File: src/verilog/sg_params.svh
/*
  Constants for the envelope generator and port A store of the sound generator:
  register indices, host port numbers, field positions, reset values, counts.
  Assumes it is included by bare name; the guard makes a repeated include harmless.
*/
// Contract
// Envelope step rate is input clock divided by 256, then by 16-bit period.
// Coarse register gives period bits 15..8, fine register bits 7..0.
// Period acts as divisor: one divides by one, all-ones by 65,535.
// A 4-bit level counter gives sixteen level states per envelope cycle.
// Only shape register bits 3..0 steer envelope shape and cycling.
// Freeze set: run one cycle, keep final count 0000 down or 1111 up.
// Flip set: level counter reverses direction at every cycle end.
// Freeze and flip both set: return to starting count, then hold.
// Count upward set: 0000 to 1111; clear: 1111 down to 0000.
// Keep going clear: drop to 0000 after one cycle and stay there.
// Envelope level modulates a channel's mixer output when envelope selected.
// Port data store buffers bus and port A, no effect on sound.
// Enable register bit 6 set makes port A output, clear input.
// Host latches the port store index, then reads or writes data.
// Output mode: pins keep data until rewritten, reset, or input mode.
// Input mode: port store tracks pins; host sees it by a read.
// Joystick read at host port F6H; address bits 8/9 pick the stick.
// Host writes the port store index to port F5H before joystick reads.
// Channel amplitude is envelope level if mode bit set, else fixed level.
// Shape bits: 3 keep going, 2 count upward, 1 flip, 0 freeze.
// Shape write restarts envelope: counters cleared, level at starting count.
// Period zero acts as one; reset clears envelope and port registers.
`ifndef SG_PARAMS_SVH
`define SG_PARAMS_SVH

`define SG_ADDR_PORT 8'hF5
`define SG_DATA_PORT 8'hF6
`define SG_IDX_ENABLE 4'h7
`define SG_IDX_AMP_A 4'h8
`define SG_IDX_AMP_B 4'h9
`define SG_IDX_AMP_C 4'hA
`define SG_IDX_ENV_FINE 4'hB
`define SG_IDX_ENV_COARSE 4'hC
`define SG_IDX_ENV_SHAPE 4'hD
`define SG_IDX_PORT_A 4'hE
`define SG_REG_RESET 8'h00
`define SG_PORT_DIR_BIT 6
`define SG_AMP_MODE_BIT 4
`define SG_SHAPE_KEEP 3
`define SG_SHAPE_UP 2
`define SG_SHAPE_FLIP 1
`define SG_SHAPE_FREEZE 0
`define SG_JOY_LEFT_BIT 8
`define SG_JOY_RIGHT_BIT 9
`define SG_ENV_PRESCALE 256
`define SG_LEVEL_MAX 4'hF
`define SG_LEVEL_MIN 4'h0

`endif

File: src/verilog/sg_pkg.sv
/*
  Types shared by the sound generator envelope and port modules.
  Assumes nothing beyond a SystemVerilog compiler.
*/
package sg_pkg;
  typedef logic [3:0] sg_level_t;
  typedef enum logic [1:0] {
    SG_ENV_RUN  = 2'b01,
    SG_ENV_HOLD = 2'b10
  } sg_env_state_e;
endpackage

File: src/verilog/sg_env_if.sv
/*
  Link between the register block and the envelope generator.
  Assumes both ends run on the same clock.
*/
`timescale 1ns/100ps
`default_nettype none
interface sg_env_if;
  import sg_pkg::*;
  logic [15:0] period;
  logic [3:0] shape;
  logic restart;
  sg_level_t level;
  modport ctrl (output period, output shape, output restart, input level);
  modport gen (input period, input shape, input restart, output level);
endinterface
`default_nettype wire

File: src/verilog/sg_env_gen.sv
/*
  Envelope generator: prescaler, period divider and 4-bit shaped level counter.
  Assumes period, shape and restart come from registers on the same clock.
*/
`include "sg_params.svh"
`timescale 1ns/100ps
`default_nettype none
module sg_env_gen import sg_pkg::*; #(
  parameter int PRE_DIV = `SG_ENV_PRESCALE
) (
  input wire logic ref_clk_i, // Block clock
  input wire logic sys_rst_i, // Synchronous reset, active high
  sg_env_if.gen env           // Period, shape, restart in; level out
);
  logic [7:0] pre_q;
  logic pre_tick;
  logic [15:0] per_q;
  logic [15:0] per_lim;
  logic step;
  sg_level_t level_q;
  logic up_q;
  sg_env_state_e state_q;
  sg_level_t start_lvl;
  sg_level_t end_lvl;

  assign pre_tick = (pre_q == 8'(PRE_DIV - 1));
  // A zero period would wrap to a 65,536 divide, so it divides like one
  assign per_lim = (env.period == 16'h0000) ? 16'h0000 : env.period - 16'h0001;
  assign step = pre_tick && (per_q >= per_lim);
  assign start_lvl = env.shape[`SG_SHAPE_UP] ? `SG_LEVEL_MIN : `SG_LEVEL_MAX;
  assign end_lvl = up_q ? `SG_LEVEL_MAX : `SG_LEVEL_MIN;
  assign env.level = level_q;

  always_ff @(posedge ref_clk_i) begin
    if (sys_rst_i || env.restart) begin
      pre_q <= 8'h00;
    end else begin
      pre_q <= pre_tick ? 8'h00 : pre_q + 8'h01;
    end
  end

  // Period may shrink below the running count; >= ends that cycle on the next prescaler tick
  always_ff @(posedge ref_clk_i) begin
    if (sys_rst_i || env.restart) begin
      per_q <= 16'h0000;
    end else if (pre_tick) begin
      per_q <= step ? 16'h0000 : per_q + 16'h0001;
    end
  end

  always_ff @(posedge ref_clk_i) begin
    if (sys_rst_i) begin
      level_q <= `SG_LEVEL_MIN;
      up_q <= 1'b0;
      state_q <= SG_ENV_HOLD;
    end else if (env.restart) begin
      level_q <= start_lvl;
      up_q <= env.shape[`SG_SHAPE_UP];
      state_q <= SG_ENV_RUN;
    end else if (step) begin
      case (state_q)
        SG_ENV_RUN: begin
          if (level_q != end_lvl) begin
            level_q <= up_q ? level_q + 4'h1 : level_q - 4'h1;
          end else if (!env.shape[`SG_SHAPE_KEEP]) begin
            level_q <= `SG_LEVEL_MIN;
            state_q <= SG_ENV_HOLD;
          end else if (env.shape[`SG_SHAPE_FREEZE]) begin
            state_q <= SG_ENV_HOLD;
            if (env.shape[`SG_SHAPE_FLIP]) begin
              level_q <= start_lvl;
            end
          end else if (env.shape[`SG_SHAPE_FLIP]) begin
            up_q <= ~up_q;
          end else begin
            level_q <= up_q ? `SG_LEVEL_MIN : `SG_LEVEL_MAX;
          end
        end
        SG_ENV_HOLD: begin
          level_q <= level_q;
        end
        default: begin
          state_q <= SG_ENV_HOLD;
        end
      endcase
    end
  end
endmodule
`default_nettype wire

File: src/verilog/sg_env_port.sv
/*
  Sound generator envelope and port A block: host port decode, register file,
  envelope generator instance, per-channel amplitude select, port A buffer.
  Assumes host strobes are one-cycle pulses synchronous to ref_clk_i.
*/
`include "sg_params.svh"
`timescale 1ns/100ps
`default_nettype none
module sg_env_port import sg_pkg::*; #(
  parameter int CHANNELS = 3,
  parameter int PRE_DIV = `SG_ENV_PRESCALE
) (
  input wire logic ref_clk_i,                   // Block clock, 200 MHz
  input wire logic sys_rst_i,                   // Synchronous reset, active high
  input wire logic [15:0] io_addr_i,            // Host I/O address
  input wire logic io_wr_i,                     // Host I/O write strobe
  input wire logic io_rd_i,                     // Host I/O read strobe
  input wire logic [7:0] shared_bus_lines_i,    // Data bus in
  output logic [7:0] shared_bus_lines_o,        // Data bus out
  output logic shared_bus_lines_oe_o,           // Data bus drive enable
  input wire logic [7:0] port_a_pins_i,         // Port A pin levels
  output logic [7:0] port_a_pins_o,             // Port A drive value
  output logic port_a_pins_oe_o,                // Port A drive enable
  output logic joy_left_sel_o,                  // Left stick select
  output logic joy_right_sel_o,                 // Right stick select
  input wire logic [CHANNELS-1:0] mixer_i,      // Mixer output per channel
  output logic [CHANNELS*4-1:0] chan_level_o,   // Amplitude per channel
  output logic [3:0] envelope_level_out_o       // Envelope level
);
  sg_env_if env_link ();

  logic [3:0] sel_q;
  logic [7:0] enable_q;
  logic [4:0] amp_q [CHANNELS];
  logic [7:0] fine_q;
  logic [7:0] coarse_q;
  logic [7:0] shape_q;
  logic [7:0] port_store_q;
  logic restart_q;
  logic [7:0] rd_data_q;
  logic rd_oe_q;
  logic joy_left_q;
  logic joy_right_q;
  logic [3:0] env_q;
  logic addr_wr;
  logic data_wr;
  logic data_rd;
  logic [7:0] rd_mux;

  assign addr_wr = io_wr_i && (io_addr_i[7:0] == `SG_ADDR_PORT);
  assign data_wr = io_wr_i && (io_addr_i[7:0] == `SG_DATA_PORT);
  assign data_rd = io_rd_i && (io_addr_i[7:0] == `SG_DATA_PORT);

  always_ff @(posedge ref_clk_i) begin
    if (sys_rst_i) begin
      sel_q <= 4'h0;
    end else if (addr_wr) begin
      sel_q <= shared_bus_lines_i[3:0];
    end
  end

  always_ff @(posedge ref_clk_i) begin
    if (sys_rst_i) begin
      enable_q <= `SG_REG_RESET;
      fine_q <= `SG_REG_RESET;
      coarse_q <= `SG_REG_RESET;
      shape_q <= `SG_REG_RESET;
    end else if (data_wr) begin
      case (sel_q)
        `SG_IDX_ENABLE: enable_q <= shared_bus_lines_i;
        `SG_IDX_ENV_FINE: fine_q <= shared_bus_lines_i;
        `SG_IDX_ENV_COARSE: coarse_q <= shared_bus_lines_i;
        `SG_IDX_ENV_SHAPE: shape_q <= shared_bus_lines_i;
        default: begin
          enable_q <= enable_q;
        end
      endcase
    end
  end

  generate
    for (genvar ch = 0; ch < CHANNELS; ch++) begin : g_chan
      always_ff @(posedge ref_clk_i) begin
        if (sys_rst_i) begin
          amp_q[ch] <= 5'h00;
        end else if (data_wr && (sel_q == 4'(`SG_IDX_AMP_A + ch))) begin
          amp_q[ch] <= shared_bus_lines_i[4:0];
        end
      end
      // Silent mixer output gives zero, so the level gates the mixer
      always_ff @(posedge ref_clk_i) begin
        if (sys_rst_i) begin
          chan_level_o[ch*4 +: 4] <= 4'h0;
        end else if (!mixer_i[ch]) begin
          chan_level_o[ch*4 +: 4] <= 4'h0;
        end else if (amp_q[ch][`SG_AMP_MODE_BIT]) begin
          chan_level_o[ch*4 +: 4] <= env_link.level;
        end else begin
          chan_level_o[ch*4 +: 4] <= amp_q[ch][3:0];
        end
      end
    end
  endgenerate

  // Restart is a pulse in the cycle after the shape write strobe, as the new shape lands
  always_ff @(posedge ref_clk_i) begin
    if (sys_rst_i) begin
      restart_q <= 1'b0;
    end else begin
      restart_q <= data_wr && (sel_q == `SG_IDX_ENV_SHAPE);
    end
  end

  assign env_link.period = {coarse_q, fine_q};
  assign env_link.shape = shape_q[3:0];
  assign env_link.restart = restart_q;

  sg_env_gen #(
    .PRE_DIV(PRE_DIV)
  ) u_env (
    .ref_clk_i(ref_clk_i),
    .sys_rst_i(sys_rst_i),
    .env(env_link)
  );

  always_ff @(posedge ref_clk_i) begin
    if (sys_rst_i) begin
      env_q <= 4'h0;
    end else begin
      env_q <= env_link.level;
    end
  end
  assign envelope_level_out_o = env_q;

  // Input mode overwrites the store every cycle, so a host write then is lost
  always_ff @(posedge ref_clk_i) begin
    if (sys_rst_i) begin
      port_store_q <= `SG_REG_RESET;
    end else if (!enable_q[`SG_PORT_DIR_BIT]) begin
      port_store_q <= port_a_pins_i;
    end else if (data_wr && (sel_q == `SG_IDX_PORT_A)) begin
      port_store_q <= shared_bus_lines_i;
    end
  end

  always_ff @(posedge ref_clk_i) begin
    if (sys_rst_i) begin
      port_a_pins_o <= 8'h00;
      port_a_pins_oe_o <= 1'b0;
    end else begin
      port_a_pins_o <= port_store_q;
      port_a_pins_oe_o <= enable_q[`SG_PORT_DIR_BIT];
    end
  end

  always_comb begin
    case (sel_q)
      `SG_IDX_ENABLE: rd_mux = enable_q;
      `SG_IDX_AMP_A: rd_mux = {3'h0, amp_q[0]};
      `SG_IDX_AMP_B: rd_mux = {3'h0, amp_q[1]};
      `SG_IDX_AMP_C: rd_mux = {3'h0, amp_q[2]};
      `SG_IDX_ENV_FINE: rd_mux = fine_q;
      `SG_IDX_ENV_COARSE: rd_mux = coarse_q;
      `SG_IDX_ENV_SHAPE: rd_mux = shape_q;
      `SG_IDX_PORT_A: rd_mux = port_store_q;
      default: rd_mux = 8'h00;
    endcase
  end

  // Read data is driven for one cycle, the cycle after the strobe
  always_ff @(posedge ref_clk_i) begin
    if (sys_rst_i) begin
      rd_data_q <= 8'h00;
      rd_oe_q <= 1'b0;
    end else begin
      rd_oe_q <= data_rd;
      if (data_rd) begin
        rd_data_q <= rd_mux;
      end
    end
  end
  assign shared_bus_lines_o = rd_data_q;
  assign shared_bus_lines_oe_o = rd_oe_q;

  // Stick selects stay at the last data-port read's address bits
  always_ff @(posedge ref_clk_i) begin
    if (sys_rst_i) begin
      joy_left_q <= 1'b0;
      joy_right_q <= 1'b0;
    end else if (data_rd) begin
      joy_left_q <= io_addr_i[`SG_JOY_LEFT_BIT];
      joy_right_q <= io_addr_i[`SG_JOY_RIGHT_BIT];
    end
  end
  assign joy_left_sel_o = joy_left_q;
  assign joy_right_sel_o = joy_right_q;
endmodule
`default_nettype wire

File: config.mk
export PLATFORM = sky130hd
export DESIGN_NAME = sg_env_port
export DESIGN_NICKNAME = d
export VERILOG_FILES = /design/src/verilog/sg_pkg.sv /design/src/verilog/sg_env_if.sv /design/src/verilog/sg_env_gen.sv /design/src/verilog/sg_env_port.sv
export VERILOG_INCLUDE_DIRS = /design/src /design/src/verilog
export SDC_FILE = /design/constraint.sdc
export NUM_CORES = 1
export LEC_CHECK = 0
export BUFFER_PORTS_ARGS = -buffer_cell sky130_fd_sc_hd__buf_2
export CORE_ASPECT_RATIO = 1.75
export CORE_UTILIZATION = 58
export CTS_CLUSTER_SIZE = 25
export DETAILED_ROUTE_END_ITERATION = 16
export PLACE_DENSITY = 0.85
export SETUP_SLACK_MARGIN = 0.3
export SLEW_MARGIN = 20
export SYNTH_ARGS = -nofsm -noshare
export SYNTH_HDL_FRONTEND = slang
export SYNTH_SLANG_ARGS = --single-unit
File: constraint.sdc
create_clock -name ref_clk_i -period 5.47 [get_ports ref_clk_i]
set_clock_uncertainty 0.15 [all_clocks]
set_input_delay 0.547 -clock ref_clk_i [delete_from_list [all_inputs] [get_ports ref_clk_i]]
set_output_delay 0.547 -clock ref_clk_i [all_outputs]
set_load 0.02 [all_outputs]
==> flow_summary_export.csv <==
group,metric,value,unit
status,status,"finished, final reports clean",
cts,clock-root-buffer,"clkbuf_16",
floorplanning,coreArea,10300,sq um
yosys,synth.avg_cell_area,9.25,sq um
critical_path,critPathTopFamily,"simple AND/OR/NAND/NOR gates",
detailed_routing,first_iter_violations,337,
yosys,yosysTopAreaCell,"dfxtp_1",
power_and_ir_drop,power_frac_seq,44.8,%
sta,setup_viol_count_final,0,
detailed_routing,wirelength_met1,5.49,mm
placement,gp_congestion,0.908,
critical_path,worstPathRequired,5670,ps
run,max-cap-violations,0,
yosys,synth_top_flop_cell,"dfxtp_1",
cts,postCtsSetupBuffers,0,
worst_hold_path,hp-start,"io_addr_i[9]",
global_route,grt-ovfl-total,0,
global_route,grt_max_degree,49,
global_route,grt_util_all_layers,29.4,%
sta,whs,208,ps
power_and_ir_drop,netSwitchingFraction,21.0,%
critical_path,slowest_stage,"or4_4",
yosys,synth_cell_types,58,
yosys,ys_async_sr_fraction,0,%
critical_path,r2r_end,"u_env.per_q[1]$_SDFFE_PP0P_",
critical_path,timing.critical_path.depth,14,
critical_path,critPathMaxFanout,16,
power_and_ir_drop,p_total,2160,uW
cells_and_area,drive_above_1_share,15.9,%
floorplanning,die_w,80.0,um
sta,hold_viol,0,
power_and_ir_drop,irDropWorstVdd,0.290,mV
sta,setup-tns-final,0,ps
critical_path,endpoint,"u_env.per_q[1]$_SDFFE_PP0P_",
floorplanning,ios,75,
global_route,grt_pass1_wl,24.7,mm
detailed_routing,top_layer_used,"met4",
placement,hpwl,10.7,mm
sta,rsz0062_at_grt,"yes",
sta,timing.fmax,0.205,GHz
cts,cts.clk_slew.worst_paths,50,ps
floorplanning,rows,49,
detailed_routing,postRouteAntennaNets,0,
cts,clk_path_buf_depth,2,
critical_path,crit_path_max_incr_delay,590,ps
yosys,muxShareOfSynthArea,11.5,%
detailed_routing,wl_met2,8.33,mm
yosys,synth_edf_count,15,
yosys,synth-seq-cells,127,
detailed_routing,vias_per_cell,5.92,
critical_path,worst-path-buf-inv,1,
placement,io_buffers,68,
detailed_routing,wl,15.4,mm
yosys,yosys-top-cells-area,"dfxtp_1 36%, mux2i_1 10%, edfxtp_1 7.3%",
floorplanning,dieArea,11100,sq um
detailed_routing,drc,0,
global_route,grt_pass1_vias,5236,
detailed_routing,detail_route.wl_per_cell,17.8,um
critical_path,reg2reg_depth,14,
yosys,synthCells,668,
critical_path,reg2reg_slack,600,ps
cts,ctsHoldBuffers,0,
yosys,synth-xor-area-share,5.25,%
sta,fin_crit,4870,ps
power_and_ir_drop,intPower,1710,uW
worst_hold_path,min_path_cells,3,
yosys,synth_top_family_by_area,"simple AND/OR/NAND/NOR gates",
power_and_ir_drop,power_density,302,nW/um^2
worst_hold_path,min_path_type,"input port to register",
power_and_ir_drop,p_clk_share,52.2,%
floorplanning,die_h,139,um
sta,relSlewSlack,34.2,%
yosys,synthesis.area,6180,sq um
cells_and_area,fin_nets,786,
critical_path,r2r_start,"fine_q[4]$_SDFFE_PP0P_",
cts,htreeDepth,4,
yosys,synth-compound-area-share,10.1,%
critical_path,cp-end-kind,"register",
cts,cts_tree,"built",
power_and_ir_drop,p_comb_share,3.0,%
power_and_ir_drop,switchingPower,453,uW
power_and_ir_drop,leakagePower,0.00299,uW
sta,period_share,89.0,%
detailed_routing,vias,5117,
cts,cts_made_buffers,17,
critical_path,crit_path_start_kind,"register",
cts,cts_resized,0,
yosys,syn_nets,730,
cells_and_area,antenna_cells,0,
critical_path,crit_arrival,5070,ps
cts,clock_sinks,127,
sta,slew_violations,0,
yosys,synth_seq_area_share,43.6,%
critical_path,crit_chain,"or4_4 -> or4_4 -> or3_4 -> nor3_2 -> nand2_1 -> nand2_1 -> ha_1 -> a21o_1 -> a21o_1 -> a2111oi_0 -> buf_4 -> a21boi_1 -> or3_1 -> nor2_1",
yosys,yosys.area_share.simple,21.7,%
cells_and_area,syn_to_final_growth,15.7,%
yosys,synthAdderAreaFrac,4.78,%
detailed_routing,firstDrtPassIters,6,
critical_path,worstSetupPathType,"register to register",
yosys,synth_top_area_share,36.3,%
sta,worst_slew_pin_slew,980,ps
floorplanning,start_util,60.0,%
yosys,ys_warn_count,0,
cts,clkLatencyLatePin,420,ps
detailed_routing,wl_met3,660,um
critical_path,cp-startpoint,"fine_q[4]$_SDFFE_PP0P_",
global_route,antenna_found_initial,0,
-- area by class of cell --
| type | instances | area, sq um |
|---|---|---|
| inverter | 12 | 45.0 |
| clock inverter | 10 | 136 |
| sequential | 127 | 2690 |
| fill | 751 | 3150 |
| tap | 127 | 159 |
| multi-input combinational | 495 | 3300 |
| clock buffer | 22 | 454 |
| timing repair buffer | 71 | 363 |
-- placed cells by master (no fill, tap or decap), types with 9 or more instances in the layout --
| master | n |
|---|---|
| nor2_1 | 114 |
| dfxtp_1 | 112 |
| buf_2 | 68 |
| mux2i_1 | 64 |
| nand2_1 | 47 |
| xor2_1 | 26 |
| a21oi_1 | 22 |
| ha_1 | 22 |
| nor2b_1 | 20 |
| nand3_1 | 18 |
| and2_1 | 17 |
| clkbuf_16 | 17 |
| edfxtp_1 | 15 |
| a22oi_1 | 14 |
| inv_1 | 12 |
| xnor2_1 | 11 |
| a211oi_1 | 11 |
| and3_1 | 10 |
| nor3_1 | 9 |
| nand2b_1 | 9 |
-- tightest hold or removal path: cells and delay by family --
| family | cells | cell delay [ps] |
|---|---|---|
| AND/OR/NAND/NOR | 1 | 70 |
| buffers and inverters | 1 | 70 |
| multiplexers | 1 | 50 |
-- flip-flops by register name, indices dropped and copies added (netlist names) --
register,flops
u_env.per_q,16
amp_q,15
chan_level_o,12
coarse_q,8
enable_q,8
fine_q,8
port_a_pins_o,8
port_store_q,8
shape_q,8
shared_bus_lines_o,8
u_env.pre_q,8
envelope_level_out_o,4
sel_q,4
u_env.env.level,4
u_env.state_q,2
env_link.restart,1
joy_left_sel_o,1
joy_right_sel_o,1
port_a_pins_oe_o,1
shared_bus_lines_oe_o,1
u_env.up_q,1
-- cell usage after synthesis (12+ instances only) --
library cell	n
clkbuf_1	22
a21oi_1	23
inv_1	12
dfxtp_1	112
a22oi_1	14
xor2_1	26
and2_1	17
nand3_1	18
nor2_1	114
edfxtp_1	15
nand2_1	47
mux2i_1	64
nor2b_1	20
ha_1	22
-- layer usage --
metal / up-vias / global-route usage (%)
li1: 2447 / -
met1: 2406 / 28.8
met2: 196 / 52.1
met3: 68 / 6.07
met4: 0 / 22.1
met5: - / 0
-- power by group through the flow --
stage / clock (uW) / combinational (uW) / sequential, uW
2_1_floorplan: 0 / 34.5 / 986
3_3_place_gp: 0 / 61.6 / 986
3_5_place_dp: 0 / 63.9 / 986
4_1_cts: 1130 / 64.7 / 966
5_1_grt: 1180 / 69.4 / 968
6_report: 1130 / 65.5 / 967
-- kinds of logic (layout without fill, tap and decap cells) --
kind of cell	after synthesis	after routing
AND/OR/NAND/NOR	276	276
flip-flops	127	127
AO/OA/AOI/OAI	89	89
multiplexers	70	70
buffers and inverters	46	115
XOR/XNOR	37	37
adder cells (fa/ha/maj)	23	23
-- stage by stage --
stage | util [%] | std cells | worst slack (ps) | cell area, sq um
finish | 69.4 | 864 | 603 | 7150
CTS | 69.4 | 864 | 532 | 7150
global route | 69.4 | 864 | 291 | 7150
global placement | 63.6 | 832 | 737 | 6560
floorplan | - | 668 | 1180 | 6180
detailed placement | 63.6 | 832 | 644 | 6560
-- worst min path at each step --
stage | to | slack [ps]
global route | joy_right_sel_o$_SDFFE_PP0P_ | 210
global placement | u_env.pre_q[0]$_SDFF_PP0_ | 290
CTS | joy_right_sel_o$_SDFFE_PP0P_ | 200
floorplan | u_env.pre_q[0]$_SDFF_PP0_ | 280
finish | joy_right_sel_o$_SDFFE_PP0P_ | 210
detailed placement | shared_bus_lines_o[0]$_SDFFE_PP0P_ | 300
(Power assumes the default switching activity.)
